<file path="config.mk">
export PLATFORM = sky130hd
export DESIGN_NAME = phy_interrupt_logic
export DESIGN_NICKNAME = d
export VERILOG_FILES = /design/src/include/phy_irq_pkg.sv /design/src/logic/phy_interrupt_logic.sv /design/src/logic/change_detect.sv
export SDC_FILE = /design/constraint.sdc
export NUM_CORES = 1
export LEC_CHECK = 0
export BUFFER_PORTS_ARGS = -buffer_cell sky130_fd_sc_hd__buf_2
export CAP_MARGIN = 20
export CELL_PAD_IN_SITES_DETAIL_PLACEMENT = 1
export CELL_PAD_IN_SITES_GLOBAL_PLACEMENT = 1
export CORE_ASPECT_RATIO = 1.5
export CORE_UTILIZATION = 41
export CTS_BUF_LIST = sky130_fd_sc_hd__clkbuf_4 sky130_fd_sc_hd__clkbuf_8
export DETAILED_ROUTE_END_ITERATION = 8
export HOLD_SLACK_MARGIN = 0.05
export MAX_ROUTING_LAYER = met4
export PLACE_DENSITY = 0.83
export SYNTH_ARGS = -nofsm -noshare
export SYNTH_HDL_FRONTEND = slang
export SYNTH_SLANG_ARGS = --single-unit
</file>
<file path="constraint.sdc">
create_clock -name clk -period 1.61 [get_ports clk]
set_input_delay 0.322 -clock clk [delete_from_list [all_inputs] [get_ports clk]]
set_output_delay 0.322 -clock clk [all_outputs]
set_load 0.02 [all_outputs]
</file>
<file path="src/include/phy_irq_pkg.sv">
// shared constants and carrier types for the transceiver interrupt logic
package phy_irq_pkg;

  // management register address and data widths
  localparam int REG_ADDR_W = 5;
  localparam int REG_DATA_W = 16;

  // register addresses on the management register port
  localparam logic [4:0] MASK_CTRL_ADDR = 5'h12;
  localparam logic [4:0] EVENT_STATUS_ADDR = 5'h13;

  // field positions in interrupt_mask_control
  localparam int AN_DONE_MASK_BIT = 7;
  localparam int SPEED_CHANGE_MASK_BIT = 6;
  localparam int DUPLEX_CHANGE_MASK_BIT = 5;
  localparam int LINK_CHANGE_MASK_BIT = 4;
  localparam int IRQ_GLOBAL_ENABLE_BIT = 1;
  localparam int IRQ_FORCE_TEST_BIT = 0;

  // field positions in interrupt_event_status
  localparam int AUTONEG_DONE_FLAG_BIT = 7;
  localparam int SPEED_CHANGED_FLAG_BIT = 6;
  localparam int DUPLEX_CHANGED_FLAG_BIT = 5;
  localparam int LINK_CHANGED_FLAG_BIT = 4;
  localparam int MGMT_IRQ_PENDING_BIT = 2;

  // bits of interrupt_mask_control that hold storage; the rest read zero
  localparam logic [15:0] MASK_CTRL_WRITABLE = 16'h00f3;

  // values after reset
  localparam logic [15:0] MASK_CTRL_RESET = 16'h0000;
  localparam logic [15:0] READ_DATA_RESET = 16'h0000;
  localparam logic [3:0] EVENT_FLAGS_RESET = 4'h0;

  // stages of the reset release synchroniser
  localparam int RESET_SYNC_STAGES = 2;

  // one bit per event source, in status bit order 7..4
  typedef struct packed {
    logic autoneg;
    logic speed;
    logic duplex;
    logic link;
  } event_vec_t;

  // management register access, one request per cycle
  typedef struct packed {
    logic rd;
    logic wr;
    logic [4:0] addr;
    logic [15:0] wdata;
  } mgmt_req_t;

  // registered answer to a read
  typedef struct packed {
    logic valid;
    logic [15:0] rdata;
  } mgmt_rsp_t;

endpackage

</file>
<file path="src/logic/phy_interrupt_logic.sv">
`timescale 1ns/1ns
// Overview of operation
// - autoneg event interrupts only when its mask set
// - speed event interrupts only when its mask set
// - duplex event interrupts only when its mask set
// - link event interrupts only when its mask set
// - global enable gates all event interrupts
// - force test bit asserts interrupt regardless
// - autoneg flag reports completion, read clears it
// - speed flag sets on change, read clears
// - duplex flag sets on change, read clears
// - link flag sets on change, read clears
// - pending bit mirrors the interrupt output
// - speed source is the 100 Mb/s indication
// - autoneg complete counts only while enabled
module phy_interrupt_logic #(
  parameter int ADDR_W = 5
) (
  // clock, reset and clock enable
  input wire logic clk,
  input wire logic reset_n,
  input wire logic clkEn,
  // management register port
  input wire phy_irq_pkg::mgmt_req_t mgmtReq,
  output phy_irq_pkg::mgmt_rsp_t mgmtRsp,
  // event source levels from the rest of the transceiver
  input wire logic speedIs100,
  input wire logic duplexFull,
  input wire logic linkUp,
  input wire logic autonegEnabled,
  input wire logic autonegComplete,
  // management interrupt pin, active low
  output logic mgmtIrqN
);

  // the request carries a fixed five-bit address
  if (ADDR_W != phy_irq_pkg::REG_ADDR_W) begin : g_bad_addr
    $error("phy_interrupt_logic: ADDR_W must be 5");
  end

  // ---- reset release synchroniser ----

  logic rstMeta_reg; // first stage, read only by the second
  logic rstSync_reg; // synchronised active-low reset for the design
  logic rstMeta_next;
  logic rstSync_next;

  // next values of the synchroniser
  always_comb begin
    rstMeta_next = 1'b1;
    rstSync_next = rstMeta_reg;
  end

  // assert at once, release after two edges
  always_ff @(posedge clk or negedge reset_n) begin
    if (!reset_n) begin
      rstMeta_reg <= 1'b0;
      rstSync_reg <= 1'b0;
    end else begin
      rstMeta_reg <= rstMeta_next;
      rstSync_reg <= rstSync_next;
    end
  end

  // ---- request decode ----

  logic statusRead; // read of the event status register
  logic maskWrite; // write of the mask control register

  // decode address and strobes
  always_comb begin
    statusRead = mgmtReq.rd &&
                 (mgmtReq.addr == phy_irq_pkg::EVENT_STATUS_ADDR);
    maskWrite = mgmtReq.wr &&
                (mgmtReq.addr == phy_irq_pkg::MASK_CTRL_ADDR);
  end

  // ---- event sources ----

  phy_irq_pkg::event_vec_t evPulse; // one-cycle event pulses
  logic speedChange; // speed indication toggled
  logic duplexChange; // duplex indication toggled
  logic linkChange; // link indication toggled
  logic anRise; // autoneg completion reached
  logic anQualified; // completion only counts while autoneg enabled

  // qualify the completion indication
  always_comb begin
    anQualified = autonegEnabled & autonegComplete;
  end

  // speed source is the 100 Mb/s indication
  change_detect #(.WIDTH(1), .RISE_ONLY(1'b0)) u_speed_det (
    .clk(clk),
    .resetN(rstSync_reg),
    .clkEn(clkEn),
    .level(speedIs100),
    .changed(speedChange)
  );

  // duplex mode change
  change_detect #(.WIDTH(1), .RISE_ONLY(1'b0)) u_duplex_det (
    .clk(clk),
    .resetN(rstSync_reg),
    .clkEn(clkEn),
    .level(duplexFull),
    .changed(duplexChange)
  );

  // link status change
  change_detect #(.WIDTH(1), .RISE_ONLY(1'b0)) u_link_det (
    .clk(clk),
    .resetN(rstSync_reg),
    .clkEn(clkEn),
    .level(linkUp),
    .changed(linkChange)
  );

  // completion of auto-negotiation, rising edge only
  change_detect #(.WIDTH(1), .RISE_ONLY(1'b1)) u_an_det (
    .clk(clk),
    .resetN(rstSync_reg),
    .clkEn(clkEn),
    .level(anQualified),
    .changed(anRise)
  );

  // gather pulses into the event vector
  always_comb begin
    evPulse.autoneg = anRise;
    evPulse.speed = speedChange;
    evPulse.duplex = duplexChange;
    evPulse.link = linkChange;
  end

  // ---- mask control register ----

  logic [15:0] maskCtrl_reg; // stored mask, enable and force bits
  logic [15:0] maskCtrl_next;

  // write only the defined bits, reserved bits hold zero
  always_comb begin
    maskCtrl_next = maskCtrl_reg;
    if (maskWrite) begin
      // host keeps reserved bits zero; we drop them anyway
      maskCtrl_next = mgmtReq.wdata & phy_irq_pkg::MASK_CTRL_WRITABLE;
    end
  end

  // mask control register storage
  always_ff @(posedge clk or negedge rstSync_reg) begin
    if (!rstSync_reg) begin
      maskCtrl_reg <= phy_irq_pkg::MASK_CTRL_RESET;
    end else if (clkEn) begin
      maskCtrl_reg <= maskCtrl_next;
    end
  end

  // ---- sticky event flags ----

  phy_irq_pkg::event_vec_t flags_reg; // latched event flags
  phy_irq_pkg::event_vec_t flags_next;

  // set by an event, cleared by a status read; set wins over clear
  always_comb begin
    flags_next.autoneg = (flags_reg.autoneg & ~statusRead) |
                         evPulse.autoneg;
    flags_next.speed = (flags_reg.speed & ~statusRead) |
                       evPulse.speed;
    flags_next.duplex = (flags_reg.duplex & ~statusRead) |
                        evPulse.duplex;
    flags_next.link = (flags_reg.link & ~statusRead) |
                      evPulse.link;
  end

  // flag storage
  always_ff @(posedge clk or negedge rstSync_reg) begin
    if (!rstSync_reg) begin
      flags_reg <= phy_irq_pkg::EVENT_FLAGS_RESET;
    end else if (clkEn) begin
      flags_reg <= flags_next;
    end
  end

  // ---- interrupt generation ----

  phy_irq_pkg::event_vec_t maskVec; // per-event mask bits
  logic globalEn; // master interrupt switch
  logic forceIrq; // test bit forcing the pin
  logic anyMasked; // some flag set with its mask set
  logic irq_reg; // interrupt pending state
  logic irq_next;
  logic mgmtIrqN_reg; // pin driver, active low
  logic mgmtIrqN_next;

  // combine the updated flags with the updated mask register
  always_comb begin
    maskVec.autoneg = maskCtrl_next[phy_irq_pkg::AN_DONE_MASK_BIT];
    maskVec.speed = maskCtrl_next[phy_irq_pkg::SPEED_CHANGE_MASK_BIT];
    maskVec.duplex = maskCtrl_next[phy_irq_pkg::DUPLEX_CHANGE_MASK_BIT];
    maskVec.link = maskCtrl_next[phy_irq_pkg::LINK_CHANGE_MASK_BIT];
    globalEn = maskCtrl_next[phy_irq_pkg::IRQ_GLOBAL_ENABLE_BIT];
    forceIrq = maskCtrl_next[phy_irq_pkg::IRQ_FORCE_TEST_BIT];
    anyMasked = (flags_next.autoneg & maskVec.autoneg) |
                (flags_next.speed & maskVec.speed) |
                (flags_next.duplex & maskVec.duplex) |
                (flags_next.link & maskVec.link);
    // drops once a read has cleared every masked flag and the force bit is clear
    irq_next = forceIrq | (globalEn & anyMasked);
    mgmtIrqN_next = ~irq_next;
  end

  // interrupt state and pin
  always_ff @(posedge clk or negedge rstSync_reg) begin
    if (!rstSync_reg) begin
      irq_reg <= 1'b0;
      mgmtIrqN_reg <= 1'b1;
    end else if (clkEn) begin
      irq_reg <= irq_next;
      mgmtIrqN_reg <= mgmtIrqN_next;
    end
  end

  // ---- read answer ----

  phy_irq_pkg::mgmt_rsp_t rsp_reg; // registered read answer
  phy_irq_pkg::mgmt_rsp_t rsp_next;
  logic [15:0] statusWord; // assembled status register value

  // status word shows flags before the read clears them
  always_comb begin
    statusWord = 16'h0000;
    statusWord[phy_irq_pkg::AUTONEG_DONE_FLAG_BIT] = flags_reg.autoneg;
    statusWord[phy_irq_pkg::SPEED_CHANGED_FLAG_BIT] = flags_reg.speed;
    statusWord[phy_irq_pkg::DUPLEX_CHANGED_FLAG_BIT] = flags_reg.duplex;
    statusWord[phy_irq_pkg::LINK_CHANGED_FLAG_BIT] = flags_reg.link;
    statusWord[phy_irq_pkg::MGMT_IRQ_PENDING_BIT] = irq_reg;
  end

  // select the read data, unmapped addresses read zero
  always_comb begin
    rsp_next.valid = mgmtReq.rd;
    rsp_next.rdata = rsp_reg.rdata;
    if (mgmtReq.rd) begin
      case (mgmtReq.addr)
        // mask register, reserved bits read zero
        phy_irq_pkg::MASK_CTRL_ADDR: begin
          rsp_next.rdata = maskCtrl_reg;
        end
        // status register
        phy_irq_pkg::EVENT_STATUS_ADDR: begin
          rsp_next.rdata = statusWord;
        end
        // anything else
        default: begin
          rsp_next.rdata = phy_irq_pkg::READ_DATA_RESET;
        end
      endcase
    end
  end

  // answer storage
  always_ff @(posedge clk or negedge rstSync_reg) begin
    if (!rstSync_reg) begin
      rsp_reg.valid <= 1'b0;
      rsp_reg.rdata <= phy_irq_pkg::READ_DATA_RESET;
    end else if (clkEn) begin
      rsp_reg <= rsp_next;
    end
  end

  // ---- outputs straight from flip-flops ----
  assign mgmtRsp = rsp_reg;
  assign mgmtIrqN = mgmtIrqN_reg;

endmodule

</file>
<file path="src/logic/change_detect.sv">
`timescale 1ns/1ns
// flags a change (or only a rise) of a level input, one pulse per change
module change_detect #(
  parameter int WIDTH = 1,
  parameter bit RISE_ONLY = 1'b0
) (
  // clock, reset, enable
  input wire logic clk,
  input wire logic resetN,
  input wire logic clkEn,
  // watched level and change pulse
  input wire logic [WIDTH-1:0] level,
  output logic [WIDTH-1:0] changed
);

  // refuse widths the logic cannot serve
  if (WIDTH < 1) begin : g_bad_width
    $error("change_detect: WIDTH must be at least 1");
  end

  logic [WIDTH-1:0] prev_reg; // level seen at the last enabled edge
  logic [WIDTH-1:0] prev_next;
  logic primed_reg; // low until the first sample after reset
  logic primed_next;

  // next values and the change pulse
  always_comb begin
    prev_next = level;
    primed_next = 1'b1;
    // no event on the first sample, the level at reset is no change
    if (!primed_reg) begin
      changed = '0;
    end else if (RISE_ONLY) begin
      changed = level & ~prev_reg;
    end else begin
      changed = level ^ prev_reg;
    end
  end

  // registers, frozen while the clock enable is low
  always_ff @(posedge clk or negedge resetN) begin
    if (!resetN) begin
      prev_reg <= '0;
      primed_reg <= 1'b0;
    end else if (clkEn) begin
      prev_reg <= prev_next;
      primed_reg <= primed_next;
    end
  end

endmodule

</file>
# [After elaboration in Yosys (flattened, before gate mapping)]
# Cells that the tools add are included.
[word_totals] regBits=36 out_inout_bits=18 input_bits=31 word_cells=52
[op_classes] n_eq_ne=2 mux=6 bitwise=25 n_reduce_logical=3
[op_table] op="8-bit one-hot mux with 2 select lines" count=1
[op_table] op="1-bit AND" count=11
[op_table] op="5-bit == test (second input constant)" count=2
[op_table] op="8-bit two-way mux" count=1
[op_table] op="1-bit bitwise OR" count=8
[op_table] op="1-bit two-way mux" count=4
[op_table] op="1-bit inverter" count=3
[op_table] op="1-bit XOR" count=3
[op_table] op="1-bit logical AND" count=2
[op_table] op="2-bit AND reduction" count=1

# [Depth between registers and ports, before layout]
# Gate-level depths: netlist (run 1).
[logic_depth] ltp_word=12 depth_mapped=7 ltp_nobuf=5

# [Cells and area by module]
# A second synthesis (run 1) with hierarchy kept.
[unflattened] hier_cells=127 area_unflattened_um2=1480.2
[modules_own_cells] mod="phy_interrupt_logic" cells_each=104 seq_area_each_um2=551.8 instances=1 area_per_inst_um2=1152.4
[modules_own_cells] mod="change_detect (u_duplex_det ...)" cells_each=6 seq_area_each_um2=50.0 instances=3 area_per_inst_um2=82.6
[modules_own_cells] mod="change_detect (u_an_det)" cells_each=5 seq_area_each_um2=50.0 instances=1 area_per_inst_um2=80.1

# [Least setup slack after synthesis (run 1)]
# No wires, ideal clock.
[synth_path] kind="input to register" startpoint="in mgmtReq[18] (netlist name)" endpoint="reg irq_reg" path_slack_ns=0.116 required_time_ns=1.470 n_path_buf=2 cell_stages=7 arrival_time_ns=1.354 setup_ns=0.140 path_cell_list="nand4bb_1 -> buf_2 -> buf_6 -> nor3_2 -> a211oi_1 -> o41ai_2 -> o21ai_0"
[synth_via] elab_chain_len=11 elab_cells_between_ends=23 classes_between="eq/ne (2); mux (1); bitwise (18); reduce/logical (2)"
[synth_rtl] item="from (decl)" line="phy_interrupt_logic.sv:24" rtl="input wire phy_irq_pkg::mgmt_req_t mgmtReq,"
[synth_rtl] item="5-bit == test" line="phy_interrupt_logic.sv:73" rtl="(mgmtReq.addr == phy_irq_pkg::EVENT_STATUS_ADDR);"
[synth_rtl] item="1-bit logical AND" line="phy_interrupt_logic.sv:72" rtl="statusRead = mgmtReq.rd &&"
[synth_rtl] item="1-bit inverter"
[synth_rtl] item="1-bit AND, on equally long branches" line="phy_interrupt_logic.sv:166, phy_interrupt_logic.sv:168"
[synth_rtl] item="1-bit bitwise OR, on equally long branches" line="phy_interrupt_logic.sv:166, phy_interrupt_logic.sv:168"
[synth_rtl] item="1-bit AND, on equally long branches" line="phy_interrupt_logic.sv:204, phy_interrupt_logic.sv:205"
[synth_rtl] item="1-bit bitwise OR" line="phy_interrupt_logic.sv:204" rtl="anyMasked = (flags_next.autoneg & maskVec.autoneg) |"
[synth_rtl] item="1-bit bitwise OR" line="phy_interrupt_logic.sv:205" rtl="(flags_next.speed & maskVec.speed) |"
[synth_rtl] item="1-bit bitwise OR" line="phy_interrupt_logic.sv:206" rtl="(flags_next.duplex & maskVec.duplex) |"
[synth_rtl] item="1-bit AND" line="phy_interrupt_logic.sv:209" rtl="irq_next = forceIrq | (globalEn & anyMasked);"
[synth_rtl] item="1-bit bitwise OR *" line="phy_interrupt_logic.sv:209"
[synth_rtl] item="to (signal assigned)" line="phy_interrupt_logic.sv:219" rtl="irq_reg <= irq_next;"
[synth_rtl] item="to (decl)" line="phy_interrupt_logic.sv:191" rtl="logic irq_reg;"
# Every way passes the cells marked *; elsewhere a longest branch is shown, timed or not.
# A chain may end at the register's enable or synchronous reset.

# [Worst setup path in the final report (run 1)]
# Same ends and word-level chain as after synthesis.

==> results of run 1 <==
## cells by family (layout without fill, tap and decap cells)
family,count (synthesis),after routing,synth area share [%]
flip-flops,27,27,50.2
AND/OR/NAND/NOR,38,38,13.9
multiplexers,14,14,11.3
AO/OA/AOI/OAI,30,30,13.6
XOR/XNOR,3,3,1.95
buffers and inverters,17,45,8.44
other,2,10,0.557
## cells in the mapped netlist
| cell type | n |
|---|---|
| nand4_1 | 1 |
| nor3_1 | 3 |
| mux2i_1 | 4 |
| nor3_2 | 1 |
| or2_2 | 1 |
| inv_1 | 3 |
| o41ai_2 | 1 |
| a21oi_1 | 5 |
| dfrtp_1 | 26 |
| o21ai_0 | 15 |
| conb_1 | 2 |
| nand4bb_1 | 1 |
| o31ai_1 | 4 |
| nor2_1 | 4 |
| nand2b_1 | 1 |
| a211oi_1 | 4 |
| buf_6 | 2 |
| nand3_1 | 3 |
| or3_1 | 1 |
| buf_2 | 1 |
| buf_4 | 9 |
| nor2b_1 | 2 |
| clkbuf_1 | 2 |
| dfstp_2 | 1 |
| and4bb_2 | 1 |
| mux2_2 | 10 |
| xor2_1 | 3 |
| o21a_1 | 1 |
| nand2_1 | 19 |
## cell type report
| type | instances | area [um^2] |
|---|---|---|
| fillers | 387 | 1540 |
| flip-flops and latches | 27 | 677 |
| multi-input cells | 95 | 588 |
| repair buffers | 38 | 215 |
| well taps | 40 | 50.0 |
| clock buffers | 4 | 48.8 |
| inverters | 3 | 11.3 |
## worst paths after layout
check                                  endpoint  slack [ns]  cells after the start
max                                     irq_reg        0.09                      7
min in group clk                maskCtrl_reg[0]        0.30                      2
max in group asynchronous              mgmtIrqN        0.92                      1
min reg2reg                u_speed_det.prev_reg        0.09                      0
max reg2reg                             irq_reg        0.18                      5
min                        u_speed_det.prev_reg        0.09                      0
## critical path: stages
cell and delay, ns:
buf_2 0.11, nand4bb_1 0.17, buf_4 0.18, o21ai_0 0.20, a211oi_1 0.13, o41ai_2 0.39
o21ai_0 0.15
## metal layers
metal | GRT usage [%] | vias to the layer above | routed length, um | part of all wire (%)
li1 | - | 506 | - | -
met1 | 20.2 | 518 | 1140 | 37
met2 | 37.8 | 21 | 1790 | 59
met3 | 1.47 | 4 | 81 | 2.6
met4 | 8.50 | 0 | 46 | 1.5
met5 | - | - | 0 | 0
## through the flow
stage                     std cells  hold WS (ns)  instance area [um^2]  TNS, ns  power (mW)
final                           207        0.0908                  1590        0        1.41
after global routing            207         0.129                  1590        0        1.48
after CTS                       207         0.104                  1590        0        1.42
after detailed placement        202         0.103                  1530   -0.517        1.02
after global placement          202        0.0835                  1530   -0.281        1.00
after floorplan                 139        0.0264                  1380        0       0.948
## what timing repair did
action	CTS	global route
hold buffers	1	0
hold endpoints to repair	2	0
endpoints found under the setup margin	0	1
## power groups by stage
stage | sequential, mW | clock [mW] | combinational [mW]
after detailed placement | 0.782 | 0 | 0.239
after global routing | 0.775 | 0.438 | 0.268
after CTS | 0.769 | 0.410 | 0.242
final | 0.767 | 0.400 | 0.240
after floorplan | 0.790 | 0 | 0.158
after global placement | 0.777 | 0 | 0.227
## cells in the final DEF (no fill, tap or decap)
cell / synthesis / final
buf_2: 1 / 29
dfrtp_1: 26 / 26
nand2_1: 19 / 19
o21ai_0: 15 / 15
mux2_2: 10 / 10
conb_1: 2 / 10
buf_4: 9 / 8
a21oi_1: 5 / 5
nor2_1: 4 / 4
a211oi_1: 4 / 4
mux2i_1: 4 / 4
o31ai_1: 4 / 4
inv_1: 3 / 3
xor2_1: 3 / 3
nor3_1: 3 / 3
nand3_1: 3 / 3
clkbuf_8: 0 / 3
nor2b_1: 2 / 2
nand4bb_1: 1 / 1
or3_1: 1 / 1
nand2b_1: 1 / 1
nand4_1: 1 / 1
and4bb_2: 1 / 1
nor3_2: 1 / 1
o41ai_2: 1 / 1
o21a_1: 1 / 1
or2_2: 1 / 1
clkbuf_4: 0 / 1
dlygate4sd3_1: 0 / 1
dfstp_2: 1 / 1
==> results.md, run 1 <==
- Die area: roughly 3500 um^2
- Synthesized area per cell: about 10 um^2
- Final wirelength: 3.06 mm
- Crit end category: flip-flop
- Initial antenna violation count: 0
- RSZ-0062 raised after global routing: false
- Largest net degree at the start of global routing: 21
- Sw Ratio: 27.0%
- Skew final: 0.00456 ns
- Power share of the clock group: between 20% and 30%
- Maximum clock path buffer count: 2
- Clk sinks: 27
- Detailed Place HPWL: 2.47 mm
- Pint: 1.03 mW
- Worst endpoint required time: 1.74 ns
- H-tree Lvls: 1
- Number of DRC markers in iteration 0: 14
- CTS Buf Count: 3
- Clk Latency, worst-skew pair: 0.27 ns
- Drt drc: 0
- First-pass GRT wire length: 5.13 mm
- Synthesized instance count: 131
- Post CTS Setup Buffer Count: 0
- Antenna Cells: 0
- Core area: 3130 um^2
- Share of layout cells above drive strength 1: 33.5%
- Largest cells by area after synthesis: dfrtp_1, mux2_2, o21ai_0, nand2_1, buf_4
- All-Layer GR Usage: 19.7%
- Max Transition Viols Final: 0
- Crit path DAT: 1.65 ns
- Synth cell types: 29
- Io pins: 49
- Kind of critical path: in2reg
- Maximum vdd ir drop: between 0.6 and 0.7 mV
- CP Launch Point: mgmtReq[18]
- Wirelength per Cell: between 10 and 15 um
- Post-Route Utilization: 50.8%
- Core Rows: 25
- Final Hold Fails: 0
- Post-layout min period: 1.52 ns
- Power share of the combinational group: 17.1%
- Vias post-DR: 1049
- Hold Crit Class: reg2async
- Fin nets: 199
- GP Congestion: 0.846
- Post-synth top area cell: dfrtp_1
- Sequential Power Share: 54.5%
- CTS tree: built
- Sw Pwr: about 0.38 mW
- Initial core utilization: 43.1%
- Layout area overhead: 17.9%
- Max-cap violations: 0
- Final setup fails: 0
- Vias in the first global route: 1130
- Max reg flops: 8
- Pre-CTS setup slack: -0.170 ns
- Max FO, Critical Path: 12
- Post-route ant nets: 0
- Clk root buf: clkbuf_8
- Fmax: 660 MHz
- CP Launch Type: input port
- Yosys reg bits: 27
- Die width: 48.8 um
- Vias per inst: 5.07
- Final worst setup slack: between 0.09 and 0.1 ns
- Status: finished, final reports clean
- Die Height: 72.2 um
- Grt ovf: 0
- Tcrit/Tclk final: 94.1%
- Leak pwr: 0.771 nW
- DRT Pass-1 Iters: 5
- Power density over cell area: 885 nW/um^2
- R2R Path Start: u_speed_det.prev_reg
- Post-synthesis sequential area ratio: 50.2%
- Yosys warns: 0
- Post-synthesis instance area: 1350 um^2
- CTS clk-pin slew, worst paths: roughly 0.09 ns
- Top-area cell type share of the netlist area: 48.2%
- Post-cts resize count: 0
- Count of input and output buffers: 29
Note: power is estimated with default switching activity, not from simulation.
==> run 2, diff against run 1 <==
ABC_AREA = 1   (was default)
CORE_UTILIZATION = 39   (was 41)
==> run 2 against run 1 <==
- clock-buffer cell count unchanged
- via count increased by 10%
- die area increased by 3.2%
- routed wire length is 3.7% higher
- power grew 5.2%
- worst hold slack improved by 0.15 ns
- worst setup slack gained 0.22 ns
- design area decreased by 2.1%
- final cell count up 14%
- maximum frequency up 17%
- area after synthesis is 1.8% lower
- largest power group unchanged
==> results.md, run 2 <==
- Status: finished, final reports clean
- Top FF cell, synth: dfrtp_1
- DRT Pass-1 Iters: 2
- Sw Pwr: around 0.44 mW
- GP Congestion: 0.779
- Kind of critical path: in2reg
- Yosys warns: 0
- Initial core utilization: between 40% and 50%
- Cell mode on critical path: nand2_1
- Post-route insts no fill: 237
- Cell Area, Placed: about 1500 um^2
- Drt drc: 0
- H-tree Lvls: 1
- Largest net degree at the start of global routing: 26
- Pint: 1.04 mW
- Worst endpoint required time: 1.76 ns
- CTS tree: built
- Yosys reg bits: 27
- Leak pwr: ~0.8 nW
- Hold Crit Class: reg2async
- Post-synth top area cell: dfrtp_1
- Wirelength per Cell: 13.4 um
- Synthesized area per cell: 8.08 um^2
- Antenna Cells: 0
- All-Layer GR Usage: 21.2%
- Post-Route Utilization: between 40 and 50%
- Detailed Place HPWL: 2.52 mm
- Placed insts: 232
- Post-route setup TNS: 0 ns
- Core area: between 3000 and 4000 um^2
- Vias per inst: 4.87
- Post-route ant nets: 0
- Share of layout cells above drive strength 1: 22.3%
- Final instance area: 1560 um^2
- Fmax: just under 800 MHz
- Max Transition Viols Final: 0
- Maximum clock path buffer count: 2
- Crit path buffers/inverters: 1
- Count of input and output buffers: 29
- Io pins: 49
- Initial antenna violation count: 0
- Fin nets: 229
- Core Rows: 25
- Power share of the clock group: 27.1%
- First-pass GRT wire length: 5.73 mm
- Tcrit/Tclk final: 80.7%
- Final setup fails: 0
- Top-area cell type share of the netlist area: about 49%
- Clk Latency, worst-skew pair: ~0.27 ns
- Layout fillers: 429
- Sequential Power Share: between 50% and 60%
- Power share of the combinational group: 19.7%
- Synth cell types: 21
- Vias in the first global route: 1259
- Clk sinks: 27
- RSZ-0062 raised after global routing: false
- Number of DRC markers in iteration 0: 7
- Final wirelength: approximately 3.2 mm
- Die Height: 73.4 um
- Largest cells by area after synthesis: dfrtp_1, nand2_1, buf_4, nor2_1, a21oi_1
- Die width: 49.6 um
- Vias post-DR: approximately 1.2k
- Hold WS: 0.241 ns
- CTS Buf Count: 3
- Async S/R FF share, synth: 100%
- Top delay family on crit path: simple AND/OR/NAND/NOR gates
- Power density over cell area: about 950 nW/um^2
- Final worst setup slack: 0.311 ns
- Grt ovf: 0
- Post-cts resize count: 0
- Skew final: 0.00322 ns
- Crit path DAT: approximately 1.5 ns
- Max-cap violations: 0
- Final Hold Fails: 0
- Max FO, Critical Path: 5
- Die area: 3640 um^2
- Layout area overhead: 17.5%
- Crit-path cells: buf_2 -> nor2_4 -> nand4_1 -> nand2_1 -> nand2_1 -> nand2_1 -> nand2_1 -> o21ai_1 -> a21oi_1
- Clk root buf: clkbuf_8
- Maximum vdd ir drop: 0.599 mV
- Crit end category: flip-flop
- Max reg flops: 8
- Slowest cell on crit path: nand4_1
- Count leader, synth: nand2_1
- Synth cell count leaders: nand2_1, dfrtp_1, nor2_1, a21oi_1, buf_4
- Total design power: between 1 and 1.5 mW
- Post-synthesis instance area: 1330 um^2
- Pre-CTS setup slack: between 0.03 and 0.04 ns
- Most frequent cells in the layout: nand2_1, buf_2, dfrtp_1
- CP peak stage delay: approximately 0.23 ns
- CTS clk-pin slew, worst paths: 0.09 ns
- Synthesized instance count: 164
- CP Launch Type: input port
- Post-synthesis sequential area ratio: a little over 50%
- Most common cell after layout, fill and taps aside: nand2_1
- Post-layout min period: ~1.3 ns
- Post-synth EDFFs: 0
- Sw Ratio: 29.7%
==> run 2: cell types whose count changed after synthesis, sizes merged, moves of 4 or more <==
cell   change
o21ai      -8
nor2      +16
nor3       -4
a21oi      +6
mux2      -10
a31oi      +8
inv        +5
nand2     +38
mux2i      -4
==> run 2: cell type report <==
cell class | instances | area [um^2] | share of cell area (%)
flip-flops and latches | 27 | 677 | 43.5
multi-input cells | 123 | 562 | 36.1
repair buffers | 34 | 185 | 11.9
well taps | 40 | 50.0 | 3.22
clock buffers | 4 | 48.8 | 3.14
inverters | 9 | 33.8 | 2.17
==> run 2: final timing paths <==
kind                                        startpoint                   to  slack (ns)  cells past startpoint
worst max-delay path                       mgmtReq[19]              irq_reg        0.31                      9
worst min-delay path                       rstSync_reg  u_link_det.prev_reg        0.24                      1
worst max register to register  u_speed_det.primed_reg              irq_reg        0.35                      8
worst min register to register             rstSync_reg  u_link_det.prev_reg        0.24                      1
max in group asynchronous                  rstSync_reg             mgmtIrqN        1.08                      1
min in group clk                                linkUp  u_link_det.prev_reg        0.27                      3
==> run 2: repair_timing <==
item / CTS / global route
hold buffers: 1 / 0
buffers inserted: 0 / 0
endpoints found under the hold margin: 2 / 0
==> run 2: cells by family (layout without fill, tap and decap cells) <==
family,Yosys count,after routing,share of synthesized area [%]
and+or+nand+nor,83,83,26.3
buffers and inverters,22,47,8.78
other,2,10,0.567
AOI/OAI and AO/OA,30,30,13.2
DFF,27,27,51.1
==> run 2: worst register-to-register path: stages, from the launching register on <==
cell and delay [ns]:
dfrtp_1 0.40, inv_1 0.11, a21oi_1 0.05, o21ai_0 0.10, nand2_1 0.10, nand2_1 0.07
nand2_1 0.05, o21ai_1 0.16, a21oi_1 0.10
==> run 2: power by group through the flow <==
stage	registers (mW)	clock network, mW	logic, mW
2_1_floorplan	0.829	0	0.177
3_3_place_gp	0.797	0	0.277
3_5_place_dp	0.802	0	0.290
4_1_cts	0.789	0.415	0.295
5_1_grt	0.798	0.439	0.332
6_report	0.789	0.401	0.291
==> run 2: per-layer routing <==
layer	share of wire, %	global-route usage, %
met1	40	22.7
met2	56	39.5
met5	0	-
met4	1.8	8.57
met3	2.5	2.07
==> run 3, diff against run 2 <==
CORE_UTILIZATION = 32   (was 39)
PLACE_DENSITY = 0.73   (was 0.83)
clock period = 1.15 ns   (was 1.61 ns; I/O delays follow)
==> run 3 against run 2 <==
- critical path type is now reg2reg
- clock-buffer cell count unchanged
- sequential share of layout area decreased by 3.8 points
- global-route usage decreased by 3.0 points
- non-clock buffer count increased by 14
- first-iteration DRC count increased by 130%
- the flow now finishes with violations (setup timing)
==> results.md, run 3 (same netlist as run 2, synthesis figures left out) <==
- Power density over cell area: between 1000 and 1500 nW/um^2
- Leak pwr: 0.874 nW
- Post-route ant nets: 0
- Core Rows: 28
- Post-route setup TNS: -0.0966 ns
- Post-Route Utilization: 43.0%
- CP peak stage delay: 0.40 ns
- Max reg flops: 8
- Final wirelength: 3.56 mm
- Die width: between 50 and 60 um
- Hold WS: 0.189 ns
- CTS Buf Count: 3
- R2R depth: 7
- Crit-path cells: o21ai_1 -> a21o_1 -> nand2_1 -> nand2_2 -> nand2_2 -> o21ai_2 -> a21oi_1
- Core area: 3960 um^2
- CTS clk-pin slew, worst paths: 0.09 ns
- Maximum clock path buffer count: 2
- RSZ-0062 raised after global routing: true
- Max Transition Viols Final: 0
- Layout area overhead: 28.6%
- Share of layout cells above drive strength 1: 31.8%
- Number of DRC markers in iteration 0: 16
- Wirelength per Cell: approximately 14 um
- DRT Pass-1 Iters: 4
- Max FO, Critical Path: 2
- Die area: 4410 um^2
- GP Congestion: 0.781
- Count of input and output buffers: 29
- Kind of critical path: reg2reg
- Final worst setup slack: -0.0426 ns
- Initial antenna violation count: 0
- Fmax: 839 MHz
- Io pins: 49
- Cell mode on critical path: nand2_2
- Fin nets: approximately 240
- Top delay family on crit path: compound AO/OA/AOI/OAI gates
- Final Hold Fails: 0
- CTS tree: built
- Worst endpoint required time: ~1.3 ns
- Skew final: 0.00178 ns
- Status: complete, but fails checks
- Clk sinks: 27
- Post-layout min period: 1.19 ns
- Clk Latency, worst-skew pair: 0.27 ns
- Layout fillers: 485
- Slowest cell on crit path: dfrtp_1
- Largest net degree at the start of global routing: 26
- Crit path DAT: about 1.4 ns
- Total design power: between 2 and 2.5 mW
- Maximum vdd ir drop: 0.609 mV
- Die Height: slightly above 80 um
- Most common cell after layout, fill and taps aside: nand2_1
- Vias in the first global route: 1323
- Hold Crit Class: in2reg
- Tcrit/Tclk final: 104%
- Final setup fails: 3
- Vias per inst: ~4.9
- Grt ovf: 0
- Most frequent cells in the layout: nand2_1, buf_2, dfrtp_1
- Antenna Cells: 0
- H-tree Lvls: 1
- Vias post-DR: 1248
- Crit end category: flip-flop
- Failing checks: setup timing
- Detailed Place HPWL: 2.84 mm
- First-pass GRT wire length: 5.68 mm
- CP Launch Type: flip-flop
- Clk root buf: clkbuf_8
- Instance count on the critical path: 7
- All-Layer GR Usage: 18.2%
- Drt drc: 0
- Crit path buffers/inverters: 0
- Max-cap violations: 0
- Initial core utilization: 33.5%
- Hold Path Cell Cnt: 3
## run 3: changes by cell type in the layout (fill, tap and decap cells not counted), sizes merged
cell | previous run | this run
buf | 33 | 47
## run 3: worst register-to-register path, cell delays in order, from the launching register on
cell	delay, ns
dfrtp_1	0.40
o21ai_1	0.14
a21o_1	0.12
nand2_1	0.07
nand2_2	0.07
nand2_2	0.06
o21ai_2	0.15
a21oi_1	0.08
## run 3: what timing repair did
| item | in CTS | in global routing |
|---|---|---|
| hold endpoints to repair | 2 | 0 |
| pin swaps | 0 | 10 |
| gates resized for setup | 7 | 7 |
| setup endpoints to repair | 3 | 3 |
| setup buffers | 1 | 3 |
| hold buffers | 1 | 0 |
## run 3: layout make-up
class | count | area (um^2) | area share [%]
Sequential cell | 27 | 677 | 39.7
Tap cell | 45 | 56.3 | 3.30
Multi-Input combinational cell | 123 | 586 | 34.4
Inverter | 9 | 33.8 | 1.98
Clock buffer | 4 | 48.8 | 2.86
Timing Repair Buffer | 48 | 303 | 17.8
## run 3: per-layer routing
metal / wire length [um] / track usage, % / share of wire, %
met5: 0 / - / 0
met4: 69 / 6.92 / 1.9
met3: 76 / 2.25 / 2.1
met2: 2050 / 33.5 / 58
met1: 1370 / 18.7 / 38
## run 3: power by group
group | total [mW] | switching, mW | internal [mW]
combinational | 0.471 | 0.293 | 0.177
sequential | 1.11 | 0.0602 | 1.05
clock | 0.571 | 0.299 | 0.272
total | 2.15 | 0.652 | 1.50
## run 3: final timing paths
kind                            slack (ns)                 from                   to
worst min-delay path                  0.19               linkUp  u_link_det.prev_reg
worst max-delay path                 -0.04  u_link_det.prev_reg              irq_reg
worst min register to register        0.23          rstSync_reg      maskCtrl_reg[0]
worst max register to register       -0.04  u_link_det.prev_reg              irq_reg
max in group asynchronous             0.62          rstSync_reg             mgmtIrqN
min in group asynchronous             0.23          rstSync_reg      maskCtrl_reg[0]
## run 3: metrics by stage
step	cell area, um^2	std cells	worst slack [ns]
4_1_cts	1660	253	-0.0521
6_report	1700	256	-0.0426
3_5_place_dp	1580	247	-0.339
2_1_floorplan	1360	172	0.0234
5_1_grt	1700	256	-0.144
3_3_place_gp	1580	247	-0.248
